[config.mk]
export PLATFORM = sky130hd
export DESIGN_NAME = dtc_decoder
export DESIGN_NICKNAME = d
export VERILOG_FILES = /design/src/inc/dtc_pkg.sv /design/src/dtc_decoder.sv /design/src/dtc_cmd_ram.sv
export SDC_FILE = /design/constraint.sdc
export NUM_CORES = 1
export LEC_CHECK = 0
export BUFFER_PORTS_ARGS = -buffer_cell sky130_fd_sc_hd__buf_4
export CORE_MARGIN = 2
export CORE_UTILIZATION = 26
export CTS_CLUSTER_SIZE = 30
export DETAILED_ROUTE_END_ITERATION = 10
export SYNTH_ARGS = -nofsm -noshare
export SYNTH_HDL_FRONTEND = slang
export SYNTH_SLANG_ARGS = --single-unit
[constraint.sdc]
create_clock -name i_clock -period 14.3 [get_ports i_clock]
set_input_delay 2.86 -clock i_clock [delete_from_list [all_inputs] [get_ports i_clock]]
set_output_delay 2.86 -clock i_clock [all_outputs]
set_load 0.005 [all_outputs]
[src/inc/dtc_pkg.sv]
package dtc_pkg;
  // channel offsets (byte index, bus address is four times)
  localparam logic [9:0] OFF_CMD_POSTED = 10'h101;
  localparam logic [9:0] OFF_MSG_ACK    = 10'h103;
  localparam logic [9:0] OFF_CMD_BUF_LO = 10'h105;
  localparam logic [9:0] OFF_CMD_BUF_HI = 10'h17f;
  localparam logic [9:0] OFF_STS_POSTED = 10'h181;
  localparam logic [9:0] OFF_CMD_CHECK  = 10'h183;
  localparam logic [9:0] OFF_STS_BUF_LO = 10'h185;
  localparam logic [9:0] OFF_STS_BUF_HI = 10'h1ff;
  localparam logic [9:0] OFF_VECTOR     = 10'h102;
  localparam logic [9:0] OFF_STATE      = 10'h104;
  // packet marks and flag values
  localparam logic [7:0] BYTE_STX    = 8'h02;
  localparam logic [7:0] BYTE_ETX    = 8'h03;
  localparam logic [7:0] FLAG_POSTED = 8'h80;
  localparam logic [7:0] FLAG_CLEAR  = 8'h00;
  localparam logic [7:0] FLAG_ACK    = 8'h06;
  localparam logic [7:0] FLAG_NAK    = 8'h15;
  // command types and functions
  localparam logic [7:0] TYPE_READ  = 8'h10;
  localparam logic [7:0] TYPE_WRITE = 8'h20;
  localparam logic [7:0] TYPE_TEST  = 8'h30;
  localparam logic [7:0] TYPE_CTRL  = 8'h40;
  localparam logic [7:0] TYPE_HALT  = 8'h50;
  localparam logic [7:0] FUNC_CONFIG   = 8'h00;
  localparam logic [7:0] FUNC_SELFTEST = 8'hff;
  localparam logic [7:0] SIZE_CONFIG   = 8'h1d;
  localparam logic [7:0] SIZE_SELFTEST = 8'h07;
  localparam logic [7:0] SIZE_VERIFY   = 8'h0f;
  localparam logic [7:0] SIZE_MIN      = 8'h07;
  localparam logic [7:0] SIZE_MAX      = 8'h1d;
  localparam int         ATTR_PROTO_BIT = 7;
  // memory access
  localparam logic [7:0] AM_ZERO    = 8'h00;
  localparam logic [7:0] AM_DEFAULT = 8'h3e;
  localparam logic [7:0] AM_MAX     = 8'h3f;
  localparam logic [7:0] DIAG_OPCODE = 8'h04;
  // status message
  localparam logic [7:0] STS_SIZE    = 8'h07;
  localparam logic [7:0] STS_OK      = 8'h00;
  localparam logic [7:0] STS_INVALID = 8'h01;
  localparam logic [7:0] RST_VECTOR  = 8'h00;
  localparam logic       RST_SIMPLE  = 1'b0;
  typedef enum {ST_IDLE, ST_FETCH, ST_CHECK, ST_ACK, ST_EXEC, ST_TEST,
                ST_WAIT_OP, ST_POST} dtc_state_t;
endpackage

[src/dtc_decoder.sv]
`timescale 1ns/100ps
`default_nettype none
// Notes on behaviour
// - byte 0 must be start mark
// - message id echoed in status
// - hard disk: controller to target, drive lun
// - floppy drives 4-7 pick one select
// - tape on drive 4, drive 5 refused
// - five command types decoded
// - function with type picks operation
// - block index split per medium
// - modifier zero becomes 3e
// - last byte must be end mark
// - no interrupt for configuration answers
// - interrupt per flag or status, vector
// - configuration packet layout
// - attribute bit 7 selects protocol
// - self-test stages, diagnostics if present
// - one status after all test stages
// - self-test packet layout
// - posted flag set by host, cleared
// - extended protocol writes ack or nak
module dtc_decoder #(
  parameter int FD_SPT_LOG2  = 4,
  parameter int TP_SPS_LOG2  = 5,
  parameter int TP_SEGS_LOG2 = 7
) (
  // clock and reset
  input  wire logic        i_clock,
  input  wire logic        i_rst,
  // apb slave
  input  wire logic        i_psel,
  input  wire logic        i_penable,
  input  wire logic        i_pwrite,
  input  wire logic [11:0] i_paddr,
  input  wire logic [31:0] i_pwdata,
  output logic             o_pready,
  output logic      [31:0] o_prdata,
  output logic             o_pslverr,
  // backplane interrupt
  input  wire logic        i_iack,
  output logic             o_irq,
  output logic      [7:0]  o_irq_vector,
  // drive interface
  input  wire logic        i_tape_fitted,
  output logic      [3:0]  o_floppy_drive_select_n,
  output logic             o_side_select_n,
  output logic      [2:0]  o_disk_target,
  output logic             o_disk_lun,
  // decoded operation
  output logic             o_op_start,
  output logic      [7:0]  o_op_type,
  output logic      [7:0]  o_op_func,
  output logic      [15:0] o_op_count,
  output logic      [15:0] o_op_block_size,
  output logic      [7:0]  o_op_am,
  output logic      [23:0] o_op_addr,
  output logic      [20:0] o_disk_sector,
  output logic      [7:0]  o_fd_cylinder,
  output logic      [7:0]  o_fd_sector,
  output logic      [7:0]  o_tp_stream,
  output logic      [7:0]  o_tp_segment,
  output logic      [7:0]  o_tp_sector,
  input  wire logic        i_op_done,
  input  wire logic [7:0]  i_op_status,
  // local tester
  output logic             o_test_req,
  output logic      [1:0]  o_test_stage,
  output logic      [7:0]  o_diag_opcode,
  input  wire logic        i_test_done,
  input  wire logic        i_test_pass,
  input  wire logic        i_ctrl_present
);
  import dtc_pkg::*;
  initial begin
    if (FD_SPT_LOG2 < 1 || FD_SPT_LOG2 > 7 || TP_SPS_LOG2 < 1 || TP_SPS_LOG2 > 7
        || TP_SEGS_LOG2 < 1 || TP_SEGS_LOG2 > 8)
      $error("dtc_decoder: geometry out of range");
  end

  //////////////////////////////////////////////////////////////////////////////
  // apb slave: one wait state so ram read data are ready
  logic [9:0] off;
  logic       acc_wait;
  logic       wr_take;
  logic       unmapped;
  logic       in_cmd_buf;
  logic       in_sts_buf;
  logic [5:0] cmd_idx;
  logic [5:0] sts_idx;
  logic [9:0] cmd_rel;
  logic [9:0] sts_rel;
  assign off        = i_paddr[11:2];
  assign cmd_rel    = off - OFF_CMD_BUF_LO;
  assign sts_rel    = off - OFF_STS_BUF_LO;
  assign cmd_idx    = cmd_rel[6:1];
  assign sts_idx    = sts_rel[6:1];
  assign in_cmd_buf = off >= OFF_CMD_BUF_LO && off <= OFF_CMD_BUF_HI && off[0];
  assign in_sts_buf = off >= OFF_STS_BUF_LO && off <= OFF_STS_BUF_HI && off[0];
  assign unmapped   = !(in_cmd_buf || in_sts_buf || off == OFF_CMD_POSTED
                      || off == OFF_MSG_ACK || off == OFF_STS_POSTED
                      || off == OFF_CMD_CHECK || off == OFF_VECTOR
                      || off == OFF_STATE);
  assign o_pready   = i_psel && i_penable && acc_wait;
  assign o_pslverr  = o_pready && unmapped;
  assign wr_take    = o_pready && i_pwrite && !unmapped;

  always_ff @(posedge i_clock or posedge i_rst) begin
    if (i_rst) acc_wait <= 1'b0;
    else acc_wait <= i_psel && i_penable && !acc_wait;
  end

  //////////////////////////////////////////////////////////////////////////////
  // command channel memory
  dtc_state_t state;
  logic [5:0] rd_idx;
  logic [7:0] ram_q;
  dtc_cmd_ram #(.WIDTH(8), .DEPTH(64)) u_ram (
    .i_clock (i_clock),
    .i_we    (wr_take && in_cmd_buf),
    .i_waddr (cmd_idx),
    .i_wdata (i_pwdata[7:0]),
    .i_raddr (state == ST_FETCH ? rd_idx : cmd_idx),
    .o_rdata (ram_q)
  );

  //////////////////////////////////////////////////////////////////////////////
  // channel flags; hardware set beats software clear
  logic [7:0] cmd_posted;
  logic [7:0] msg_ack;
  logic [7:0] sts_posted;
  logic [7:0] cmd_check;
  logic       take_cmd;
  logic       post_sts;
  logic       post_ack;
  logic [7:0] ack_val;
  logic       is_config;
  logic       configured;
  logic       simple_proto;
  logic [7:0] vector;

  always_ff @(posedge i_clock or posedge i_rst) begin
    if (i_rst) cmd_posted <= FLAG_CLEAR;
    else if (wr_take && off == OFF_CMD_POSTED) cmd_posted <= i_pwdata[7:0];
    else if (take_cmd) cmd_posted <= FLAG_CLEAR;
  end

  always_ff @(posedge i_clock or posedge i_rst) begin
    if (i_rst) sts_posted <= FLAG_CLEAR;
    else if (post_sts || (msg_ack == FLAG_NAK && !simple_proto)) sts_posted <= FLAG_POSTED;
    else if (wr_take && off == OFF_STS_POSTED) sts_posted <= i_pwdata[7:0];
  end

  always_ff @(posedge i_clock or posedge i_rst) begin
    if (i_rst) cmd_check <= FLAG_CLEAR;
    else if (post_ack) cmd_check <= ack_val;
    else if (wr_take && off == OFF_CMD_CHECK) cmd_check <= i_pwdata[7:0];
  end

  // host answer to a status message is consumed the cycle after it lands
  always_ff @(posedge i_clock or posedge i_rst) begin
    if (i_rst) msg_ack <= FLAG_CLEAR;
    else if (wr_take && off == OFF_MSG_ACK) msg_ack <= i_pwdata[7:0];
    else msg_ack <= FLAG_CLEAR;
  end

  //////////////////////////////////////////////////////////////////////////////
  // interrupt request, cleared by acknowledge cycle
  logic irq_evt;
  assign irq_evt = (post_sts || post_ack) && !is_config;
  always_ff @(posedge i_clock or posedge i_rst) begin
    if (i_rst) o_irq <= 1'b0;
    else if (irq_evt || (msg_ack == FLAG_NAK && !simple_proto)) o_irq <= 1'b1;
    else if (i_iack) o_irq <= 1'b0;
  end
  assign o_irq_vector = vector;

  //////////////////////////////////////////////////////////////////////////////
  // packet fetch and field capture
  logic       f_vld;
  logic [5:0] f_k;
  logic       bad;
  logic [7:0] msg_id;
  logic [7:0] size;
  logic [7:0] unit;
  logic [7:0] ctype;
  logic [7:0] func;
  logic [15:0] count;
  logic [15:0] bsize;
  logic [7:0] am_raw;
  logic [23:0] maddr;
  logic [23:0] linear_block_index;
  logic       last;
  assign last = f_vld && f_k >= 6'd2 && f_k == size[5:0];

  always_ff @(posedge i_clock or posedge i_rst) begin
    if (i_rst) begin
      rd_idx <= 6'h00;
      f_vld  <= 1'b0;
      f_k    <= 6'h00;
    end else begin
      f_vld <= state == ST_FETCH && !last;
      f_k   <= rd_idx;
      rd_idx <= state == ST_FETCH ? rd_idx + 6'h01 : 6'h00;
    end
  end

  always_ff @(posedge i_clock or posedge i_rst) begin
    if (i_rst) begin
      bad <= 1'b0; msg_id <= 8'h00; size <= 8'h00; unit <= 8'h00;
      ctype <= 8'h00; func <= 8'h00; count <= 16'h0000; bsize <= 16'h0000;
      am_raw <= 8'h00; maddr <= 24'h000000; linear_block_index <= 24'h000000;
    end else if (state == ST_IDLE) begin
      bad  <= 1'b0;
      size <= SIZE_MAX;
    end else if (f_vld) begin
      case (f_k)
        6'd0: bad <= bad | (ram_q != BYTE_STX);
        6'd1: msg_id <= ram_q;
        6'd2: begin
          // out-of-range size would never meet the index, so end early
          size <= ((ram_q < SIZE_MIN || ram_q > SIZE_MAX) ? SIZE_MIN : ram_q) - 8'h01;
          bad  <= bad | (ram_q < SIZE_MIN) | (ram_q > SIZE_MAX);
        end
        6'd3: unit <= ram_q;
        6'd4: ctype <= ram_q;
        6'd5: func <= ram_q;
        6'd6: count[15:8] <= ram_q;
        6'd7: count[7:0] <= ram_q;
        6'd8: bsize[15:8] <= ram_q;
        6'd9: bsize[7:0] <= ram_q;
        6'd10: if (size == SIZE_VERIFY - 8'h01) linear_block_index <= 24'h000000; else am_raw <= ram_q;
        6'd11: if (size == SIZE_VERIFY - 8'h01) linear_block_index[23:16] <= ram_q; else maddr[23:16] <= ram_q;
        6'd12: if (size == SIZE_VERIFY - 8'h01) linear_block_index[15:8] <= ram_q; else maddr[15:8] <= ram_q;
        6'd13: if (size == SIZE_VERIFY - 8'h01) linear_block_index[7:0] <= ram_q; else maddr[7:0] <= ram_q;
        6'd17: linear_block_index[23:16] <= ram_q;
        6'd18: linear_block_index[15:8] <= ram_q;
        6'd19: linear_block_index[7:0] <= ram_q;
        default: if (last && ram_q != BYTE_ETX) bad <= 1'b1;
      endcase
      if (last && ram_q != BYTE_ETX) bad <= 1'b1;
    end
  end

  //////////////////////////////////////////////////////////////////////////////
  // validity of type, function, unit and layout
  logic [3:0] ctl;
  logic [3:0] drv;
  logic       pair_ok;
  logic       unit_ok;
  logic       pkt_ok;
  logic       is_test;
  logic       is_floppy;
  logic       is_tape;
  assign ctl       = unit[7:4];
  assign drv       = unit[3:0];
  assign is_config = ctype == TYPE_HALT && func == FUNC_CONFIG;
  assign is_test   = ctype == TYPE_TEST && func == FUNC_SELFTEST;
  assign is_floppy = ctl == 4'h0 && drv >= 4'h4 && drv <= 4'h7 && !is_tape;
  assign is_tape   = i_tape_fitted && ctl == 4'h0 && drv == 4'h4;
  always_comb begin
    case (ctype)
      TYPE_READ:  pair_ok = func == 8'h01;
      TYPE_WRITE: pair_ok = func == 8'h02;
      TYPE_TEST:  pair_ok = func == 8'h01 || func == 8'h02 || is_test;
      TYPE_CTRL:  pair_ok = func == 8'h01 || func == 8'h02;
      TYPE_HALT:  pair_ok = is_config;
      default:    pair_ok = 1'b0;
    endcase
  end
  assign unit_ok = (is_config || is_test) ? unit == 8'h00
                 : ((ctl <= 4'h7 && drv <= 4'h1) || is_floppy || is_tape)
                   && !(i_tape_fitted && ctl == 4'h0 && drv == 4'h5);
  assign pkt_ok  = !bad && pair_ok && unit_ok
                 && (!is_config || size == SIZE_CONFIG - 8'h01)
                 && (!is_test || size == SIZE_SELFTEST - 8'h01);

  //////////////////////////////////////////////////////////////////////////////
  // main sequence
  logic [1:0] stage;
  logic [2:0] results;
  logic       ctrl_seen;
  logic [7:0] sts_code;
  logic [7:0] sts_detail;
  assign take_cmd = state == ST_CHECK;
  assign post_ack = state == ST_CHECK && !simple_proto;
  assign ack_val  = pkt_ok ? FLAG_ACK : FLAG_NAK;
  assign post_sts = state == ST_POST && sts_posted == FLAG_CLEAR;

  always_ff @(posedge i_clock or posedge i_rst) begin
    if (i_rst) begin
      state <= ST_IDLE; stage <= 2'd0; results <= 3'b000; ctrl_seen <= 1'b0;
      sts_code <= STS_OK; sts_detail <= 8'h00;
    end else begin
      case (state)
        ST_IDLE: if (cmd_posted == FLAG_POSTED) state <= ST_FETCH;
        ST_FETCH: if (last) state <= ST_CHECK;
        ST_CHECK: begin
          sts_code   <= pkt_ok ? STS_OK : STS_INVALID;
          sts_detail <= 8'h00;
          if (!pkt_ok) state <= simple_proto ? ST_POST : ST_IDLE;
          else state <= ST_EXEC;
        end
        ST_EXEC: begin
          stage <= 2'd0;
          results <= 3'b000;
          if (is_config) state <= ST_POST;
          else if (is_test) state <= ST_TEST;
          else state <= ST_WAIT_OP;
        end
        ST_TEST: if (i_test_done) begin
          results[stage] <= i_test_pass;
          if (stage == 2'd1) ctrl_seen <= i_ctrl_present;
          if (stage == 2'd2 || (stage == 2'd1 && !i_ctrl_present)) begin
            sts_detail <= {5'h00, stage == 2'd2 ? i_test_pass : 1'b0,
                           stage == 2'd1 ? i_test_pass : results[1], results[0]};
            state <= ST_POST;
          end else stage <= stage + 2'd1;
        end
        ST_WAIT_OP: if (i_op_done) begin
          sts_detail <= i_op_status;
          state <= ST_POST;
        end
        ST_POST: if (post_sts) state <= ST_IDLE;
        default: state <= ST_IDLE;
      endcase
    end
  end

  // test request pulses on entry to each stage
  logic test_busy;
  always_ff @(posedge i_clock or posedge i_rst) begin
    if (i_rst) test_busy <= 1'b0;
    else test_busy <= state == ST_TEST && !i_test_done;
  end
  assign o_test_req    = state == ST_TEST && !test_busy;
  assign o_test_stage  = stage;
  assign o_diag_opcode = stage == 2'd2 && ctrl_seen ? DIAG_OPCODE : 8'h00;

  //////////////////////////////////////////////////////////////////////////////
  // configuration
  logic [7:0] cfg_vec;
  logic [7:0] cfg_attr;
  assign cfg_vec  = count[15:8];
  assign cfg_attr = count[7:0];
  always_ff @(posedge i_clock or posedge i_rst) begin
    if (i_rst) begin
      vector <= RST_VECTOR; simple_proto <= RST_SIMPLE; configured <= 1'b0;
    end else if (state == ST_EXEC && is_config) begin
      vector       <= cfg_vec;
      simple_proto <= cfg_attr[ATTR_PROTO_BIT];
      configured   <= 1'b1;
    end
  end

  //////////////////////////////////////////////////////////////////////////////
  // operation outputs
  logic [3:0] fsel;
  always_comb begin
    fsel = 4'h0;
    if (is_tape) fsel = 4'h3;
    else if (is_floppy) fsel[drv[1:0]] = 1'b1;
  end
  always_ff @(posedge i_clock or posedge i_rst) begin
    if (i_rst) begin
      o_op_start <= 1'b0; o_op_type <= 8'h00; o_op_func <= 8'h00;
      o_op_count <= 16'h0000; o_op_block_size <= 16'h0000; o_op_am <= AM_DEFAULT;
      o_op_addr <= 24'h000000; o_disk_target <= 3'h0; o_disk_lun <= 1'b0;
      o_floppy_drive_select_n <= 4'hf; o_side_select_n <= 1'b1;
      o_disk_sector <= 21'h000000; o_fd_cylinder <= 8'h00; o_fd_sector <= 8'h00;
      o_tp_stream <= 8'h00; o_tp_segment <= 8'h00; o_tp_sector <= 8'h00;
    end else begin
      o_op_start <= state == ST_EXEC && !is_config && !is_test;
      if (state == ST_EXEC && !is_config && !is_test) begin
        o_op_type  <= ctype;
        o_op_func  <= func;
        o_op_count <= count;
        o_op_block_size <= bsize;
        o_op_am    <= (am_raw & AM_MAX) == AM_ZERO ? AM_DEFAULT : am_raw & AM_MAX;
        o_op_addr  <= {maddr[23:1], 1'b0};
        o_disk_target <= ctl[2:0];
        o_disk_lun    <= drv[0];
        o_floppy_drive_select_n <= ~fsel;
        o_side_select_n <= is_tape ? !linear_block_index[TP_SPS_LOG2 + TP_SEGS_LOG2]
                         : !(is_floppy && linear_block_index[FD_SPT_LOG2]);
        o_disk_sector <= linear_block_index[20:0];
        o_fd_sector   <= 8'(linear_block_index[FD_SPT_LOG2-1:0]);
        o_fd_cylinder <= 8'(linear_block_index >> (FD_SPT_LOG2 + 1));
        o_tp_sector   <= 8'(linear_block_index[TP_SPS_LOG2-1:0]);
        o_tp_segment  <= 8'(linear_block_index[TP_SPS_LOG2 + TP_SEGS_LOG2 - 1:TP_SPS_LOG2]);
        o_tp_stream   <= 8'(linear_block_index >> (TP_SPS_LOG2 + TP_SEGS_LOG2));
      end else if (state == ST_IDLE) begin
        o_floppy_drive_select_n <= 4'hf;
        o_side_select_n <= 1'b1;
      end
    end
  end

  //////////////////////////////////////////////////////////////////////////////
  // status message buffer and read mux
  logic [7:0] sts_byte;
  always_comb begin
    case (sts_idx)
      6'd0: sts_byte = BYTE_STX;
      6'd1: sts_byte = msg_id;
      6'd2: sts_byte = STS_SIZE;
      6'd3: sts_byte = unit;
      6'd4: sts_byte = sts_code;
      6'd5: sts_byte = sts_detail;
      6'd6: sts_byte = BYTE_ETX;
      default: sts_byte = 8'h00;
    endcase
  end
  always_ff @(posedge i_clock or posedge i_rst) begin
    if (i_rst) o_prdata <= 32'h00000000;
    else if (i_psel && i_penable && !acc_wait) begin
      if (in_cmd_buf) o_prdata <= {24'h000000, ram_q};
      else if (in_sts_buf) o_prdata <= {24'h000000, sts_byte};
      else case (off)
        OFF_CMD_POSTED: o_prdata <= {24'h000000, cmd_posted};
        OFF_MSG_ACK:    o_prdata <= {24'h000000, msg_ack};
        OFF_STS_POSTED: o_prdata <= {24'h000000, sts_posted};
        OFF_CMD_CHECK:  o_prdata <= {24'h000000, cmd_check};
        OFF_VECTOR:     o_prdata <= {24'h000000, vector};
        OFF_STATE:      o_prdata <= {29'h00000000, o_irq, simple_proto, configured};
        default:        o_prdata <= 32'h00000000;
      endcase
    end
  end
endmodule
`default_nettype wire

[src/dtc_cmd_ram.sv]
`timescale 1ns/100ps
`default_nettype none
module dtc_cmd_ram #(
  parameter int WIDTH = 8,
  parameter int DEPTH = 64
) (
  // clock
  input  wire logic                     i_clock,
  // write port
  input  wire logic                     i_we,
  input  wire logic [$clog2(DEPTH)-1:0] i_waddr,
  input  wire logic [WIDTH-1:0]         i_wdata,
  // read port
  input  wire logic [$clog2(DEPTH)-1:0] i_raddr,
  output logic      [WIDTH-1:0]         o_rdata
);
  initial begin
    if (DEPTH < 2 || WIDTH < 1) $error("dtc_cmd_ram: bad size");
  end
  logic [WIDTH-1:0] mem [DEPTH];
  always_ff @(posedge i_clock) begin
    if (i_we) mem[i_waddr] <= i_wdata;
    o_rdata <= mem[i_raddr];
  end
endmodule
`default_nettype wire

==> metrics.txt <==
outcome=finished, final reports clean; Clock Skews=0.0303 ns; ys flop type=edfxtp_1; Die Span Y=370 µm; simple-gate share of the synthesized area=15.9%; boundary pin count=roughly 270; Post-synth EDFFs=512; core area=0.133 mm²; Worst Max-Slew Pin Slew=1.34 ns; Compound-Gate Fraction of Synth Area=~6.4%; hpwl dp=61700 µm; largest net degree at the start of global routing=106; commonest non-fill, non-tap cells in the layout=nand2_1 (813), edfxtp_1 (512), dfrtp_1 (304); Initial Utilization=26.1%; Sink Count=834; top-area cell type share of the netlist area=about 44%; DR DRC count=0; crit path cell chain=buf_4, or4_1, a21oi_1, nor3_1, a211o_1, nor2_1, buf_4; clock buffer depth=3; Gate Count Post-Synth=2912; total length of routed wires=98100 µm; clock root cell=clkbuf_16; Tmin final=8.09 ns; Final #Nets=roughly 3100; CTS Buf Count=84; synthesis-to-finish area growth=16.4%; Skew-Pair Late Insertion Delay=0.65 ns; Post-Syn Area=0.0348 mm²; final hold violation count=0; Crit path top cell by count=buf_4; Tcrit/Tclk final=56.5%; Setup Crit Path Kind=primary input to output port; Lkg Pwr=16.1 nW; GRT Residual Overflow=0; Crit path max-delay family=simple AND/OR/NAND/NOR gates; Vias=about 23000; CTS Hold Buffers Added=0; vias in the first global route=approximately 22000; Setup Viol. Count Final=0; Worst setup SP type=primary input; antenna violations before repair=6; post-route ant nets=0; worst min-delay path class=flip-flop to flip-flop; routed length per placed instance=20.1 µm; slowest stage delay, CP=roughly 0.72 ns; Total GRT Usage=14.0%; Seq/Total Area, Yosys=between 60% and 70%; R2R Setup Slk=9.28 ns; area leader, netlist=edfxtp_1; number of synthesized register bits=about 830; DR pass1 iterations=8; Synth Area in XOR/XNOR=0.427%; post-CTS setup buffer count=0; clock slew at reported path FFs=0.06 ns; CP Buf/Inv Count=2; most common cell after layout, fill and taps aside=nand2_1; P per Cell Area=134 mW/mm²; cts repair resizes=0; dominant cells by area after synthesis=edfxtp_1 (44%), dfrtp_1 (22%), nand2_1 (8.8%); post-synthesis cell type count=just under 80; Via density=4.77; IO buf count=199; Max Freq=0.124 GHz; 1st-iter DRT viols=3049; die width=~370 µm; die area=0.137 mm²; yosys warns=0; Data arrival, critical path=about 5.2 ns; largest family of logic cells by synthesized area=simple AND/OR/NAND/NOR gates; largest fanout on the critical path=8; setup repair after global routing missed its margin=no; global-route wire length before repair=about 150000 µm; Fill cells=13400; Max Cap Viol=0; adder-cell area share of the yosys netlist=0.359%; power consumption=~5.5 mW; syn_area_per_cell=12.0 µm²; Pins Over Slew Limit=0; share of post-route cells with drive strength above 1=about 16%; routability congestion estimate=0.874; total number of H-tree levels=3; final setup TNS=0 ns; WP data required=between 10 and 15 ns; CP Capture Type=output port; Slowest-stage cell, CP=or4_1; CTS tree=built; Rel. slew slack=9.67%; VDD IR max=0.0948 mV; mux cell area share after synthesis=5.94%; Synth async-reset ratio=37.6%; # rows=134
[worst paths after layout]
kind                            startpoint               end  cells after the start
worst max-delay path            i_paddr[8]         o_pslverr                      7
worst min-delay path             rd_idx[5]            f_k[5]                      0
worst max register to register    state[0]  u_ram.o_rdata[4]                     10
worst min register to register   rd_idx[5]            f_k[5]                      0
max in group asynchronous            i_rst     o_op_count[2]                      3
min in group asynchronous            i_rst     o_op_addr[20]                      2
[layer usage]
metal	part of all wire, %	up-vias	GRT usage, %
met5	0.086	-	0
met4	2.3	12	3.38
met3	9.3	160	3.98
met2	45	963	21.6
met1	44	11600	19.3
li1	-	10600	-
[worst register-to-register path, cell delays in order, from the launching register on]
cell and delay [ns]:
dfrtp_1 0.71, nor3b_4 0.48, mux2i_4 0.51, buf_4 0.52, buf_4 0.67, nor2_1 0.27
buf_4 0.27, a32oi_1 0.18, a21boi_0 0.17, nor4b_1 0.93, a311o_1 0.24
[stage by stage]
stage | utilization (%) | worst slack (ns) | hold WS, ns | instance area, µm² | std cells
after global routing | 30.4 | 6.19 | 0.459 | 40600 | 4886
after global placement | 28.4 | 6.30 | 0.420 | 37900 | 4732
final | 30.4 | 6.21 | 0.444 | 40600 | 4887
after detailed placement | 28.4 | 6.30 | 0.429 | 37900 | 4732
after floorplan | - | 2.77 | 0.394 | 35000 | 2953
after CTS | 30.4 | 6.29 | 0.442 | 40600 | 4886
[cells in the mapped netlist, drive strengths merged, types with 11 or more instances]
cell type and instances:
edfxtp 512, nand3 178, a32oi 13, dfrtp 304, nor3 35, xnor2 11
nand2 814, mux2i 39, mux2 99, clkbuf 80, and3 23, and2 27
a21oi 91, inv 23, o21ai 81, buf 148, a31oi 32, a22o 12
mux4 24, nor2 125, nand4 30
[final cells by class]
class	count	area (µm²)	area share [%]
tap	1768	2210	5.45
timing repair buffer	239	1790	4.42
clock buffer	114	2370	5.84
sequential	834	23400	57.7
clock inverter	40	333	0.821
antenna	1	2.50	0.00617
inverter	24	98.8	0.244
multi-input combinational	1867	10300	25.5
[kinds of logic (layout without fill, tap and decap cells)]
family / Yosys count / in the layout
other: 1 / 43
xor gates and xnor gates: 17 / 17
and+or+nand+nor: 1295 / 1295
buffers and inverters: 252 / 417
adders and majority gates: 10 / 10
muxes: 162 / 162
DFF: 834 / 834
AOI/OAI and AO/OA: 341 / 341
[registers in the layout, indices dropped and copies added, names as in the netlist, 16 cells and up]
signal	count
o_op_block_size	16
count	16
linear_block_index	21
maddr	23
o_disk_sector	21
o_op_addr	23
u_ram.mem	512
bsize	16
o_op_count	16
[where the power goes]
group / switching (mW) / internal [mW]
registers: 0.0528 / 2.61
logic: 0.452 / 0.163
clock network: 0.940 / 1.24
Note: power is estimated with default switching activity, not from simulation.
